## src/core/dcfg_pkg.sv

```systemverilog
// constants for the dac configuration register bank
package dcfg_pkg;
  localparam logic [3:0] DCFG_ADDR_STATE = 4'h0;
  localparam logic [3:0] DCFG_ADDR_GAIN = 4'h1;
  localparam logic [3:0] DCFG_ADDR_OCLK = 4'h5;
  localparam logic [11:0] DCFG_RST_STATE = 12'h922;
  localparam logic [11:0] DCFG_RST_GAIN = 12'h200;
  localparam logic [11:0] DCFG_RST_OCLK = 12'h080;
  localparam int DCFG_ADDR_BITS = 4;
  localparam int DCFG_DATA_BITS = 12;
  localparam logic [4:0] DCFG_FRAME_BITS = 5'h10;
  localparam int DCFG_MUX_POS = 0;
  localparam int DCFG_MODE_POS = 1;
  localparam int DCFG_UCLK_POS = 3;
  localparam int DCFG_SRC_POS = 5;
  localparam int DCFG_PB_POS = 6;
  localparam int DCFG_PW_POS = 9;
  localparam int DCFG_GAIN_BITS = 10;
  localparam int DCFG_DIV_POS = 0;
  localparam int DCFG_PSS_POS = 2;
  localparam int DCFG_AUX_POS = 5;
  typedef enum logic [1:0] {
    DCFG_WAVE_NRZ = 2'h0,
    DCFG_WAVE_NARROW_RETURN_ZERO = 2'h1,
    DCFG_WAVE_RTZ = 2'h2,
    DCFG_WAVE_RF = 2'h3
  } dcfg_wave_t;
endpackage : dcfg_pkg

```

## src/core/dcfg_word_if.sv

```systemverilog
// interface carrying one assembled serial write word
`timescale 1ns/100ps
interface dcfg_word_if;
  logic strobe;
  logic [3:0] addr;
  logic [11:0] data;
  modport src (output strobe, output addr, output data);
  modport dst (input strobe, input addr, input data);
endinterface : dcfg_word_if

```

## src/core/dcfg_regs.sv

```systemverilog
// dac configuration register bank with decoded control outputs
`timescale 1ns/100ps
// What this block does
// - state register fields and reset value 0x922
// - mux bit selects 4:1 or 2:1
// - two-bit waveform mode selection
// - under-clock codes give full, half, quarter rate
// - source bit picks pins or clock register
// - pulse begin code maps to setting
// - pulse begin only outside nrz mode
// - pulse width only in narrow and rf
// - defaults on reset or reset pin with load
// - ten-bit gain register resets to 0x200
// - clock register fields, reset value 0x080
// - bit zero is divide select
// - three-bit phase pins, single divide pin
// - sixteen bits, address then data, msb first
// - early load release aborts the write
// - extra bits and extra clocks ignored
module dcfg_regs
  import dcfg_pkg::*;
(
  input wire logic ref_clk,
  input wire logic rst,
  input wire logic sclk,
  input wire logic load_n,
  input wire logic sdata,
  input wire logic reg_rst_n,
  input wire logic [2:0] phase_shift_pin,
  input wire logic clock_divide_pin,
  output logic mux_two_to_one,
  output dcfg_pkg::dcfg_wave_t wave_mode,
  output logic [2:0] mux_rate_div,
  output logic [2:0] pulse_begin_setting,
  output logic pulse_begin_active,
  output logic [2:0] pulse_width_setting,
  output logic pulse_width_active,
  output logic [9:0] gain_code,
  output logic clock_divide_sel,
  output logic [2:0] phase_shift_sel,
  output logic [2:0] aux_delay_field
);
  import dcfg_pkg::*;

  // pins are asynchronous to ref_clk: two stages each
  logic [8:0] sync1_q;
  logic [8:0] sync2_q;
  logic [11:0] state_config_q;
  logic [11:0] gain_adjust_q;
  logic [11:0] output_clock_config_q;
  logic reg_rst;
  dcfg_word_if word ();

  // reset to the idle pin levels so no false sclk edge or pin reset follows reset
  always_ff @(posedge ref_clk) begin
    if (rst) begin
      sync1_q <= 9'h014;
      sync2_q <= 9'h014;
    end else begin
      sync1_q <= {clock_divide_pin, phase_shift_pin, reg_rst_n, sdata, load_n, sclk, 1'b0};
      sync2_q <= sync1_q;
    end
  end

  dcfg_serial_rx u_rx (
    .ref_clk(ref_clk),
    .rst(rst),
    .sclk_s(sync2_q[1]),
    .load_n_s(sync2_q[2]),
    .sdata_s(sync2_q[3]),
    .word(word)
  );

  // the register reset only acts together with a low load enable
  assign reg_rst = !sync2_q[4] && !sync2_q[2];

  // shared by begin and width fields: codes 000,001,100,111 all give setting 2
  function automatic logic [2:0] dcfg_pulse_map(input logic [2:0] code);
    case (code)
      3'h2: dcfg_pulse_map = 3'h0;
      3'h3: dcfg_pulse_map = 3'h1;
      3'h5: dcfg_pulse_map = 3'h3;
      3'h6: dcfg_pulse_map = 3'h4;
      default: dcfg_pulse_map = 3'h2;
    endcase
  endfunction : dcfg_pulse_map

  always_ff @(posedge ref_clk) begin
    if (rst || reg_rst) begin
      state_config_q <= DCFG_RST_STATE;
      gain_adjust_q <= DCFG_RST_GAIN;
      output_clock_config_q <= DCFG_RST_OCLK;
    end else if (word.strobe) begin
      // unmapped addresses fall through untouched
      case (word.addr)
        DCFG_ADDR_STATE: state_config_q <= word.data;
        DCFG_ADDR_GAIN: gain_adjust_q <= {2'h0, word.data[9:0]};
        DCFG_ADDR_OCLK: output_clock_config_q <= {4'h0, word.data[7:0]};
        default: ;
      endcase
    end
  end

  logic [2:0] wave_bits;
  logic [1:0] uclk;
  assign wave_bits = {1'b0, state_config_q[DCFG_MODE_POS +: 2]};
  assign uclk = state_config_q[DCFG_UCLK_POS +: 2];

  always_ff @(posedge ref_clk) begin
    if (rst) begin
      mux_two_to_one <= 1'b0;
      wave_mode <= DCFG_WAVE_NARROW_RETURN_ZERO;
      mux_rate_div <= 3'h1;
      pulse_begin_setting <= 3'h2;
      pulse_begin_active <= 1'b1;
      pulse_width_setting <= 3'h2;
      pulse_width_active <= 1'b1;
      gain_code <= 10'h200;
      clock_divide_sel <= 1'b0;
      phase_shift_sel <= 3'h0;
      aux_delay_field <= 3'h4;
    end else begin
      mux_two_to_one <= state_config_q[DCFG_MUX_POS];
      wave_mode <= dcfg_wave_t'(wave_bits[1:0]);
      case (uclk)
        2'h2: mux_rate_div <= 3'h2;
        2'h3: mux_rate_div <= 3'h4;
        default: mux_rate_div <= 3'h1;
      endcase
      pulse_begin_setting <= dcfg_pulse_map(state_config_q[DCFG_PB_POS +: 3]);
      pulse_begin_active <= wave_bits[1:0] != DCFG_WAVE_NRZ;
      pulse_width_setting <= dcfg_pulse_map(state_config_q[DCFG_PW_POS +: 3]);
      pulse_width_active <= (wave_bits[1:0] == DCFG_WAVE_NARROW_RETURN_ZERO) ||
                            (wave_bits[1:0] == DCFG_WAVE_RF);
      gain_code <= gain_adjust_q[DCFG_GAIN_BITS-1:0];
      aux_delay_field <= output_clock_config_q[DCFG_AUX_POS +: 3];
      if (state_config_q[DCFG_SRC_POS]) begin
        clock_divide_sel <= sync2_q[8];
        phase_shift_sel <= sync2_q[7:5];
      end else begin
        clock_divide_sel <= output_clock_config_q[DCFG_DIV_POS];
        phase_shift_sel <= output_clock_config_q[DCFG_PSS_POS +: 3];
      end
    end
  end
endmodule : dcfg_regs

```

## src/core/dcfg_serial_rx.sv

```systemverilog
// three-wire serial write receiver, sampled in the ref_clk domain
`timescale 1ns/100ps
module dcfg_serial_rx
  import dcfg_pkg::*;
(
  input wire logic ref_clk,
  input wire logic rst,
  input wire logic sclk_s,
  input wire logic load_n_s,
  input wire logic sdata_s,
  dcfg_word_if.src word
);
  logic sclk_prev_q;
  logic [4:0] cnt_q;
  logic [15:0] shift_q;
  logic done_q;
  logic rise;
  assign rise = sclk_s & ~sclk_prev_q;

  always_ff @(posedge ref_clk) begin
    if (rst) begin
      sclk_prev_q <= 1'b0;
    end else begin
      sclk_prev_q <= sclk_s;
    end
  end

  // a high load enable aborts a partial frame, nothing is written
  always_ff @(posedge ref_clk) begin
    if (rst) begin
      cnt_q <= 5'h00;
      shift_q <= 16'h0000;
      done_q <= 1'b0;
    end else if (rise) begin
      if (load_n_s) begin
        cnt_q <= 5'h00;
        done_q <= 1'b0;
      end else if (!done_q) begin
        shift_q <= {shift_q[14:0], sdata_s};
        cnt_q <= cnt_q + 5'h01;
        done_q <= (cnt_q + 5'h01) == DCFG_FRAME_BITS;
      end
    end
  end

  always_ff @(posedge ref_clk) begin
    if (rst) begin
      word.strobe <= 1'b0;
      word.addr <= 4'h0;
      word.data <= 12'h000;
    end else begin
      word.strobe <= rise && !load_n_s && !done_q && (cnt_q == DCFG_FRAME_BITS - 5'h01);
      word.addr <= shift_q[14:11];
      word.data <= {shift_q[10:0], sdata_s};
    end
  end
endmodule : dcfg_serial_rx

```

## config.mk

```make
export PLATFORM = sky130hd
export DESIGN_NAME = dcfg_regs
export DESIGN_NICKNAME = d
export VERILOG_FILES = /design/src/core/dcfg_pkg.sv /design/src/core/dcfg_word_if.sv /design/src/core/dcfg_regs.sv /design/src/core/dcfg_serial_rx.sv
export SDC_FILE = /design/constraint.sdc
export NUM_CORES = 1
export LEC_CHECK = 0
export BUFFER_PORTS_ARGS = -buffer_cell sky130_fd_sc_hd__buf_4
export CELL_PAD_IN_SITES_DETAIL_PLACEMENT = 1
export CELL_PAD_IN_SITES_GLOBAL_PLACEMENT = 1
export CORE_ASPECT_RATIO = 1.1
export CORE_UTILIZATION = 44
export DETAILED_ROUTE_END_ITERATION = 10
export MAX_ROUTING_LAYER = met4
export PLACE_DENSITY = 0.85
export SLEW_MARGIN = 10
export SYNTH_ARGS = -nofsm -noshare
export SYNTH_HDL_FRONTEND = slang
export SYNTH_SLANG_ARGS = --single-unit
```

## constraint.sdc

```tcl
create_clock -name ref_clk -period 1.9 [get_ports ref_clk]
set_input_delay 0.38 -clock ref_clk [delete_from_list [all_inputs] [get_ports ref_clk]]
set_output_delay 0.38 -clock ref_clk [all_outputs]
set_load 0.01 [all_outputs]
```

; ---- Yosys cells after proc, flatten, opt, wreduce, memory -nomap -nowiden
; Cells that the tools add are included.
[classes]
add_sub_neg = 1
eq_ne = 17
n_mux = 9
n_bitwise = 4
reduce_logical = 16
[op_table]
columns = operator, count
row1 = case mux 3 bit (4 select lines), 2
row2 = "== test 3 x 2 -> 1 bit, second input constant", 4
row3 = "== test 3 bit, second input constant", 4
row4 = two-way mux 5 bit, 2
row5 = AND reduction 2 bit, 4
row6 = "== test 2 bit, second input constant", 3
row7 = case mux 3 bit (2 select lines), 1
row8 = "adder 5 x 1 -> 5 bit, second input constant", 1
row9 = "== test 5 x 4 -> 1 bit, second input constant", 1
row10 = "== test 5 bit, second input constant", 1
row11 = "== test 4 x 1 -> 1 bit, second input constant", 1
row12 = "== test 4 x 3 -> 1 bit, second input constant", 1
row13 = logical AND 1 bit, 4
row14 = zero test 4 bit, 1
row15 = zero test 1 bit, 3
row16 = two-way mux 1 bit, 3
row17 = two-way mux 3 bit, 1
row18 = inverter 1 bit, 3
row19 = AND reduction 3 bit, 1
row20 = "== test 2 x 1 -> 1 bit, second input constant", 1
row21 = logical OR 1 bit, 2
row22 = "inequality test 2 bit, second input constant", 1
row23 = nonzero test 2 bit, 1
row24 = bitwise AND 1 bit, 1
[word_totals]
regBits = 118
inputBits = 10
word_cells = 71

; ---- Longest topological paths before layout
; Gate-level depths: netlist (run 1).
[depth]
word_depth = 5
depth_mapped = 6

; ---- Cells and area by module
; From an unflattened synthesis (run 1), not the netlist that was laid out.
[hier_totals]
cells_unflattened = 369
hier_area_um2 = 3837.4
[modules_own_cells]
columns = mod, n_inst, cells_per_inst, area_per_inst_um2
row1 = dcfg_regs, 1, 226, 2476.1
row2 = dcfg_serial_rx, 1, 143, 1361.3

; ---- Worst setup path before layout (run 1)
; No wires, ideal clock.
[synth_path]
path_kind = register -> register
from = reg u_rx.cnt_q[0]
to = reg u_rx.done_q
setup_time_ns = 0.070
arrival_ns = 1.356
setup_slack_ns = 0.474
stages_incl_launch_ff = 7
n_path_buf = 0
cell_sequence = dfxtp_1 -> ha_1 -> and3_1 -> ha_1 -> nor3_1 -> a32oi_1 -> a21oi_1
[synth_between]
elab_chain_cells = 4
[synth_lines]
columns = element, line_no
row1 = start: declaration, dcfg_serial_rx.sv:14  ; logic [4:0] cnt_q;
row2 = start signal: assignment, dcfg_serial_rx.sv:40  ; cnt_q <= cnt_q + 5'h01;
row3 = adder 5 x 1 -> 5 bit, dcfg_serial_rx.sv:41  ; done_q <= (cnt_q + 5'h01) == DCFG_FRAME_BITS;
row4 = == test 5 bit, dcfg_serial_rx.sv:41
row5 = two-way mux 1 bit, dcfg_serial_rx.sv:38  ; end else if (!done_q) begin
row6 = two-way mux 1 bit, dcfg_serial_rx.sv:35  ; if (load_n_s) begin
row7 = end signal: assignment, dcfg_serial_rx.sv:33  ; done_q <= 1'b0;
row8 = end signal: assignment, dcfg_serial_rx.sv:37  ; done_q <= 1'b0;
row9 = end signal: assignment, dcfg_serial_rx.sv:41
row10 = end: declaration, dcfg_serial_rx.sv:16  ; logic done_q;
; Every way passes these cells.
; A chain may end at the register's enable or synchronous reset.

; ---- Final worst setup path (run 1)
; Ends and elaborated chain as after synthesis.

==> results.yml, run 1 <==
status:
  status: "finished, final reports clean"
logic_synthesis:
  synth_top_flop_cell: "dfxtp_1"
  synth_nets: 372
  synth_cell_types: 33
  synth_area_per_cell_um2: 10.2
  syn-instance-count: 360
  syn_area_um2: 3680
  yosysWarningCount: 0
  async_flop_share: 0
  synth_enable_flop_cells: 0
  ys_ff_latch: 115
  synth_seq_area_share: 0.626
routing:
  drc: 0
  via_count: 2635
  vias_per_cell: 4.98
  drt_pass1_iterations: 4
  drt-initial-drc-count: 76
  wl_per_cell_um: 16.3
  antenna_left: 0
  drt-total-wl_um: 8620
clock_tree:
  cts_tree: "done"
  cts.repair.resized: 0
  clock_path_buffers: 2
  hold_buffers: 0
  post-cts-setup-buffers: 0
  htreeDepth: 4
  clock-root-buffer: "clkbuf_8"
  cts_buffers: 17
  path_clk_slew_ps: 50
  clock_latency_ps: 520
  cts.sinks: 115
final_layout:
  final-seq-area_um2: 2300
  layout_commonest_cell: "dfxtp_1"
  stdcell_count: 529
  diodes: 0
  drive_gt1_frac: 0.211
  n_fill_cell: 902
  layout.cells.most_common_list: "dfxtp_1 (115), nand2_1 (61), buf_4 (46)"
  multiInputGateArea_um2: 1280
  area_delta_synth_final_pct: 25.6
  nNetsFinal: 420
worst_setup_path:
  required_ps: 2340
  crit_arrival_ps: 2140
  cp_num_buf_inv: 0
  crit_family: "adder cells"
  crit_chain: "ha_1 -> and3_1 -> ha_1 -> nor3_1 -> a32oi_1 -> a21oi_1"
  cp_max_fo: 4
  slowest_delay_ps: 330
  cpMostUsedCell: "ha_1"
  critPathLaunchType: "register"
  r2r-start: "u_rx.cnt_q[0]"
  cp-end-kind: "register"
  crit_slowest_cell: "dfxtp_1"
  path_class: "register to register"
  startpoint: "u_rx.cnt_q[0]"
power:
  p_int_mw: 4.22
  peakVddDrop_uv: 614
  switching_power_mw: 1.17
  pwr-share-comb: 0.016
  power_density_nw_per_um2: 1170
  p_seq_frac: 0.453
  swShare: 0.217
  total_power_mw: 5.39
  pwr-share-clk: 0.530
  leakagePower_nw: 1.96
floorplan:
  pin_count: 41
  dieWidth_um: 89.2
  die_h_um: 97.9
  die-area_um2: 8730
  num_rows: 34
  core_area_um2: 8000
  initial_utilization: 0.460
placed_design:
  io_buffers: 40
  gp_congestion: 0.756
  dp_hpwl_um: 4910
  dp.cells: 497
global_route:
  grt_pass1_wl_um: 14100
  grt_max_degree: 49
  grt-ovfl-total: 0
  grt_pass1_vias: 2856
  grt_antenna_before_repair: 0
  track_usage: 0.230
timing:
  skew_ps: 7.37
  tightest_slew_ps: 623
  setup_tns_ps: 0
  relSlewSlack: 0.585
  fin_crit_sh: 0.898
  fmax_mhz: 586
  min_period_ps: 1710
  rsz0062_at_grt: "no"
  hold_violations: 0
  setup_viol: 0
  final_max_slew_viol_count: 0
flow_run:
  drv_cap: 0
hold_path:
  hp-class: "primary input to register"
  min_from: "load_n"
-- kinds of logic after synthesis --
| kind of cell | share of synthesized area |
|---|---|
| AO/OA/AOI/OAI | 0.0490 |
| XOR/XNOR | 0.00715 |
| adder cells (fa/ha/maj) | 0.00680 |
| buffers and inverters | 0.0259 |
| flip-flops | 0.626 |
| multiplexers | 0.0572 |
| AND/OR/NAND/NOR | 0.228 |
-- metal layers --
layer  vias to the layer above  part of all wire  global-route usage
li1                       1264                 -                   -
met4                         0             0.033               0.118
met5                         -                 0                   -
met3                        31             0.034              0.0710
met2                        60              0.55               0.399
met1                      1280              0.39               0.226
-- final timing paths --
check | endpoint | slack [ps] | depth (start not counted)
max reg2reg | u_rx.done_q | 190 | 6
min | sync1_q[2] | 50 | 2
min reg2reg | sync2_q[4] | 410 | 1
max | u_rx.done_q | 190 | 6
-- stage by stage --
step / util / hold WS [ps] / cell area, um2 / worst slack, ps
floorplan: - / 387 / 3680 / 474
global placement: 0.509 / 396 / 4070 / 337
detailed placement: 0.509 / 403 / 4070 / 223
CTS: 0.577 / 27.7 / 4620 / 191
global route: 0.577 / 24.0 / 4620 / 51.9
finish: 0.577 / 46.3 / 4620 / 193
-- synth_stat cells, types with 2 or more instances --
master	number	area [um2]
o21ai_0	2	10.0
nor2_1	28	105
nor2b_1	43	269
inv_1	3	11.3
buf_2	4	20.0
clkbuf_1	10	37.5
nand3_1	7	35.0
ha_1	2	25.0
and3_1	5	31.3
a21oi_1	28	140
xor2_1	3	26.3
nor4bb_1	2	20.0
or2_2	8	50.1
buf_6	2	22.5
mux2i_1	21	210
dfxtp_1	115	2300
nand2_1	61	229
-- sequential cells by signal, summed over array words and instances (netlist names), 4 cells and up --
name,flops
gain_code,10
u_rx.word.data,12
output_clock_config_q,7
u_rx.shift_q,15
u_rx.cnt_q,5
sync1_q,8
sync2_q,8
u_rx.word.addr,4
gain_adjust_q,10
state_config_q,12
-- power groups by stage --
stage | Sequential [mW] | Clock, mW | Combinational, mW
after floorplan | 2.49 | 0 | 0.0497
after global placement | 2.49 | 0 | 0.0834
after detailed placement | 2.49 | 0 | 0.0869
after CTS | 2.44 | 2.90 | 0.0887
after global routing | 2.44 | 3.02 | 0.0966
final | 2.44 | 2.86 | 0.0876
-- worst register-to-register path: stages, from the launching register on --
cell and delay (ps):
dfxtp_1 330, ha_1 260, and3_1 220, ha_1 300
nor3_1 200, a32oi_1 150, a21oi_1 160
-- final cells by class --
class | instances | area share
clock buffer | 19 | 0.0935
clock inverter | 13 | 0.0241
inverter | 3 | 0.00244
multi-input combinational | 225 | 0.277
sequential | 115 | 0.499
tap | 108 | 0.0293
timing repair buffer | 46 | 0.0748
Power figures use the tool's default switching activity.
==> inputs of run 2 (changes only) <==
--- a/config.mk
+++ b/config.mk
@@ -9,10 +9,10 @@
 export CELL_PAD_IN_SITES_DETAIL_PLACEMENT = 1
 export CELL_PAD_IN_SITES_GLOBAL_PLACEMENT = 1
 export CORE_ASPECT_RATIO = 1.1
-export CORE_UTILIZATION = 44
+export CORE_UTILIZATION = 40
 export DETAILED_ROUTE_END_ITERATION = 10
 export MAX_ROUTING_LAYER = met4
-export PLACE_DENSITY = 0.85
+export PLACE_DENSITY = 0.82
 export SLEW_MARGIN = 10
 export SYNTH_ARGS = -nofsm -noshare
 export SYNTH_HDL_FRONTEND = slang
==> constraint.sdc (replaced) <==
create_clock -name ref_clk -period 1.5 [get_ports ref_clk]
set_input_delay 0.3 -clock ref_clk [delete_from_list [all_inputs] [get_ports ref_clk]]
set_output_delay 0.3 -clock ref_clk [all_outputs]
set_load 0.01 [all_outputs]
==> run 2 against run 1 <==
Effect of this change:
- setup slack worse by 180 ps
- die area rose by 9.8%
- clock power grew 34%
- fmax increased by 15%
- sequential share of layout area is 2.2 points lower
- sequential power is 27% higher
- non-clock buffer count grew 14
- utilization is 3.3 points lower
- register-to-register slack got worse by 180 ps
- clock skew increased by 2.0 ps
- critical endpoint is now gain_adjust_q[8]
==> results.yml, run 2 (same netlist as run 1, synthesis figures left out) <==
global_route:
  grt_pass1_vias: 2788
  grt_antenna_before_repair: 0
  grt-ovfl-total: 0
  grt_max_degree: 45
  grt_pass1_wl_um: 14200
  track_usage: 0.207
timing:
  relSlewSlack: 0.638
  setup_viol: 0
  skew_ps: 9.34
  tightest_slew_ps: 537
  fin_crit_sh: 0.990
  hold_violations: 0
  fmax_mhz: 673
  final_max_slew_viol_count: 0
  min_period_ps: 1480
  rsz0062_at_grt: "yes"
hold_path:
  hp-class: "primary input to register"
  min_from: "phase_shift_pin[0]"
worst_setup_path:
  slowest_delay_ps: 620
  crit_arrival_ps: 1880
  required_ps: 1890
  cp_num_buf_inv: 0
  crit_family: "simple AND/OR/NAND/NOR gates"
  r2r-start: "u_rx.word.addr[3]"
  crit_chain: "nand2b_4 -> or4b_4 -> mux2i_1 -> nor2_1"
  cp-end-kind: "register"
  crit_slowest_cell: "or4b_4"
  critPathLaunchType: "register"
  path_class: "register to register"
  startpoint: "u_rx.word.addr[3]"
  cp_max_fo: 10
final_layout:
  reg_top3: "u_rx.shift_q (15), state_config_q (12), u_rx.word.data (12)"
  nNetsFinal: 434
  drive_gt1_frac: 0.223
  post-route-cell-area_um2: 4830
  area_delta_synth_final_pct: 31.4
  largest_reg_flops: 15
  top_register: "u_rx.shift_q"
  layout_commonest_cell: "dfxtp_1"
  n_fill_cell: 955
  layout.cells.most_common_list: "dfxtp_1 (113), nand2_1 (61), buf_4 (51)"
  final_util: 0.545
  diodes: 0
power:
  peakVddDrop_uv: 604
  leakagePower_nw: 2.07
  power_density_nw_per_um2: 1460
floorplan:
  dieWidth_um: 93.4
  pin_count: 41
  core_area_um2: 8870
  die_h_um: 103
  num_rows: 36
  initial_utilization: 0.414
  die-area_um2: 9580
placed_design:
  dp_hpwl_um: 4800
  gp_congestion: 0.716
  placed_area_um2: 4140
  io_buffers: 40
routing:
  wl_per_cell_um: 16.4
  drt-total-wl_um: 9020
  via_count: 2682
  drt_pass1_iterations: 5
  drc: 0
  vias_per_cell: 4.89
  drt-initial-drc-count: 107
  antenna_left: 0
clock_tree:
  cts.sinks: 115
  path_clk_slew_ps: 60
  htreeDepth: 4
  clock_latency_ps: 520
  cts_tree: "done"
  clock_path_buffers: 2
  cts_buffers: 17
  clock-root-buffer: "clkbuf_8"
flow_run:
  drv_cap: 0
status:
  status: "finished, final reports clean"
-- run 2: changes by cell type in the layout (fill, tap and decap cells not counted), moves of 2 or more --
cell / previous run / this run
buf_12: 0 / 3
dfxtp_1: 115 / 113
buf_4: 46 / 51
clkinv_2: 4 / 2
clkinvlp_4: 7 / 0
clkbuf_8: 2 / 5
dlygate4sd3_1: 0 / 6
clkbuf_1: 1 / 7
dfxtp_2: 0 / 2
-- run 2: worst paths after layout --
kind / endpoint / cells after the start / slack, ps
worst min register to register: sync2_q[4] / 1 / 420
worst max register to register: gain_adjust_q[8] / 4 / 20
worst max-delay path: gain_adjust_q[8] / 4 / 20
worst min-delay path: sync1_q[5] / 2 / 30
-- run 2: worst reg2reg max path, cell delays in order (launching register included) --
cell	delay, ps
dfxtp_1	310
nand2b_4	140
or4b_4	620
mux2i_1	220
nor2_1	70
-- run 2: cell type report --
class / count / area [um2] / area share
sequential: 115 / 2300 / 0.477
multi-input combinational: 225 / 1310 / 0.270
timing repair buffer: 60 / 503 / 0.104
clock buffer: 28 / 495 / 0.103
tap: 114 / 143 / 0.0295
clock inverter: 4 / 70.1 / 0.0145
inverter: 3 / 11.3 / 0.00233
-- run 2: report_power, final --
group | leakage, nW | switching [mW] | internal (mW)
Clock | 0.277 | 1.29 | 2.53
Sequential | 0.932 | 0.0101 | 3.08
Combinational | 0.857 | 0.0765 | 0.0619
Total | 2.07 | 1.38 | 5.68
-- run 2: timing repair --
action,CTS,global route
hold endpoints to repair,6,0
buffers inserted,0,2
resized for setup,2,7
setup endpoints to repair,1,6
gates cloned,0,0
hold buffers,6,0
pin swaps,0,3
-- run 2: metrics by stage --
step	instances	setup TNS, ps	setup slack, ps	hold WS [ps]	total power, mW
5_1_grt	549	-77.0	-34.4	15.9	7.27
4_1_cts	547	0	16.0	13.7	7.10
3_5_place_dp	509	-25.4	-25.4	400	3.28
3_3_place_gp	509	0	61.1	393	3.27
2_1_floorplan	360	0	73.8	383	3.22
6_report	549	0	15.2	28.3	7.05
-- run 2: per-layer routing --
layer	global-route usage	part of all wire	vias to the layer above
li1	-	-	1295
met1	0.205	0.40	1320
met2	0.376	0.55	50
met3	0.0678	0.035	17
met4	0.0817	0.017	0
met5	-	0	-
==> inputs of run 3 (changes only) <==
--- a/config.mk
+++ b/config.mk
@@ -9,10 +9,10 @@
 export CELL_PAD_IN_SITES_DETAIL_PLACEMENT = 1
 export CELL_PAD_IN_SITES_GLOBAL_PLACEMENT = 1
 export CORE_ASPECT_RATIO = 1.1
-export CORE_UTILIZATION = 40
+export CORE_UTILIZATION = 25
 export DETAILED_ROUTE_END_ITERATION = 10
 export MAX_ROUTING_LAYER = met4
-export PLACE_DENSITY = 0.82
+export PLACE_DENSITY = 0.57
 export SLEW_MARGIN = 10
 export SYNTH_ARGS = -nofsm -noshare
 export SYNTH_HDL_FRONTEND = slang
==> constraint.sdc (replaced) <==
create_clock -name ref_clk -period 1.4 [get_ports ref_clk]
set_input_delay 0.28 -clock ref_clk [delete_from_list [all_inputs] [get_ports ref_clk]]
set_output_delay 0.28 -clock ref_clk [all_outputs]
set_load 0.01 [all_outputs]
==> run 3 against run 2 <==
Effect of this change:
- non-clock buffer count grew 1
- critical endpoint is now gain_adjust_q[9]
- critical path type unchanged
- largest cell class unchanged
- largest power group unchanged
- sequential power grew 7.1%
- utilization shrank 20 points
- the flow now finishes with violations (setup timing)
==> results.yml, run 3 (same netlist as run 1, synthesis figures left out) <==
placed_design:
  io_buffers: 40
  placed_area_um2: 4310
  gp_congestion: 0.654
  dp.cells: 595
  dp_hpwl_um: 5230
power:
  pwr-share-clk: 0.563
  total_power_mw: 7.93
  switching_power_mw: 1.51
  p_int_mw: 6.42
  p_seq_frac: 0.418
  power_density_nw_per_um2: 1590
  swShare: 0.190
  peakVddDrop_uv: 905
  pwr-share-comb: 0.019
  leakagePower_nw: 2.10
floorplan:
  die-area_um2: 15200
  dieWidth_um: 118
  die_h_um: 129
  initial_utilization: 0.256
  pin_count: 41
  num_rows: 46
  core_area_um2: 14400
clock_tree:
  cts_tree: "done"
  clock-root-buffer: "clkbuf_16"
  clock_path_buffers: 2
  clock_latency_ps: 410
  path_clk_slew_ps: 50
  cts_buffers: 17
  htreeDepth: 4
  cts.sinks: 115
timing:
  relSlewSlack: 0.763
  min_period_ps: 1420
  setup_viol: 4
  hold_violations: 0
  final_max_slew_viol_count: 0
  rsz0062_at_grt: "yes"
  fin_crit_sh: 1.01
  tightest_slew_ps: 354
  setup_tns_ps: -29.0
  worst_slack_ps: -16.2
  fmax_mhz: 706
  skew_ps: 3.75
worst_setup_path:
  slowest_delay_ps: 600
  cp-end-kind: "register"
  crit_family: "simple AND/OR/NAND/NOR gates"
  critPathLaunchType: "register"
  rr_worst_depth: 4
  r2r_slack_ps: -20
  crit_chain: "nand2b_4 -> or4b_4 -> mux2i_1 -> nand2_1"
  cp_num_buf_inv: 0
  crit_slowest_cell: "or4b_4"
  r2r-start: "u_rx.word.addr[3]"
  cp_max_fo: 5
  path_class: "register to register"
  r2r-end: "gain_adjust_q[9]"
  required_ps: 1700
  crit_arrival_ps: 1710
  startpoint: "u_rx.word.addr[3]"
  critical_path_depth: 4
  endpoint: "gain_adjust_q[9]"
final_layout:
  largest_reg_flops: 15
  post-route-cell-area_um2: 4990
  reg_top3: "u_rx.shift_q (15), state_config_q (12), u_rx.word.data (12)"
  nNetsFinal: 436
  final_util: 0.347
  stdcell_count: 629
  layout.cells.most_common_list: "dfxtp_1 (113), nand2_1 (61), buf_4 (56)"
  drive_gt1_frac: 0.252
  area_delta_synth_final_pct: 35.7
  layout_commonest_cell: "dfxtp_1"
  diodes: 0
  top_register: "u_rx.shift_q"
routing:
  vias_per_cell: 4.09
  drc: 0
  wl_per_cell_um: 12.7
  drt_pass1_iterations: 4
  drt-initial-drc-count: 93
  via_count: 2572
  drt-total-wl_um: 7990
  antenna_left: 0
global_route:
  grt_max_degree: 24
  grt_antenna_before_repair: 0
  track_usage: 0.118
  grt_pass1_wl_um: 13100
  grt_pass1_vias: 2660
  grt-ovfl-total: 0
hold_path:
  hp-class: "primary input to register"
status:
  status: "finished with violations"
  violations: "setup timing"
flow_run:
  drv_cap: 0
==> run 3: changes by cell type in the layout (fill, tap and decap cells not counted), moves of 2 or more <==
cell,delta
buf_4,+5
clkbuf_8,-3
bufinv_16,+2
clkbuf_1,-4
clkinvlp_4,+2
buf_6,+3
clkinv_2,+2
dlygate4sd3_1,-6
==> run 3: worst min-delay path by stage <==
stage / startpoint / to / slack (ps) / cells after the start
detailed placement: sync1_q[2] / sync2_q[2] / 400 / 1
floorplan: rst / u_rx.sclk_prev_q / 360 / 1
finish: reg_rst_n / sync1_q[4] / 60 / 2
global route: reg_rst_n / sync1_q[4] / 50 / 2
CTS: reg_rst_n / sync1_q[4] / 40 / 2
global placement: state_config_q[4] / mux_rate_div[0] / 400 / 1
==> run 3: final cells by class <==
type	count	area (um2)
fillers	1646	9400
flip-flops and latches	115	2300
multi-input cells	226	1320
repair buffers	61	494
clock buffers	22	464
well taps	192	240
clock inverters	10	155
inverters	3	11.3
==> run 3: metrics by stage <==
| step | hold slack [ps] | worst slack, ps |
|---|---|---|
| 2_1_floorplan | 363 | 9.82 |
| 3_3_place_gp | 401 | 2.40 |
| 3_5_place_dp | 401 | -67.5 |
| 4_1_cts | 37.6 | -41.1 |
| 5_1_grt | 46.8 | -70.3 |
| 6_report | 56.8 | -16.2 |
==> run 3: repair_timing <==
action / 4_1_cts / 5_1_grt
pin swaps: 3 / 0
hold buffers: 0 / 0
gates cloned: 1 / 0
buffers inserted: 1 / 0
endpoints found under the setup margin: 15 / 22
resized for setup: 4 / 7
==> run 3: per-layer routing <==
| metal | vias to the layer above | global-route usage | routed length, um |
|---|---|---|---|
| met5 | - | - | 0 |
| li1 | 1298 | - | - |
| met2 | 43 | 0.198 | 4090 |
| met1 | 1213 | 0.121 | 3420 |
| met4 | 0 | 0.0792 | 211 |
| met3 | 18 | 0.0348 | 265 |
==> run 3: power groups by stage <==
stage | Combinational, mW | Clock, mW | Sequential, mW
detailed placement | 0.150 | 0 | 3.38
finish | 0.148 | 4.47 | 3.31
global route | 0.164 | 4.74 | 3.31
CTS | 0.152 | 4.58 | 3.31
floorplan | 0.0675 | 0 | 3.38
global placement | 0.148 | 0 | 3.38
==> run 3: worst reg2reg max path, stage by stage (launching register included) <==
cell and delay [ps]:
dfxtp_1 310, nand2b_4 160, or4b_4 600, mux2i_1 180
nand2_1 70
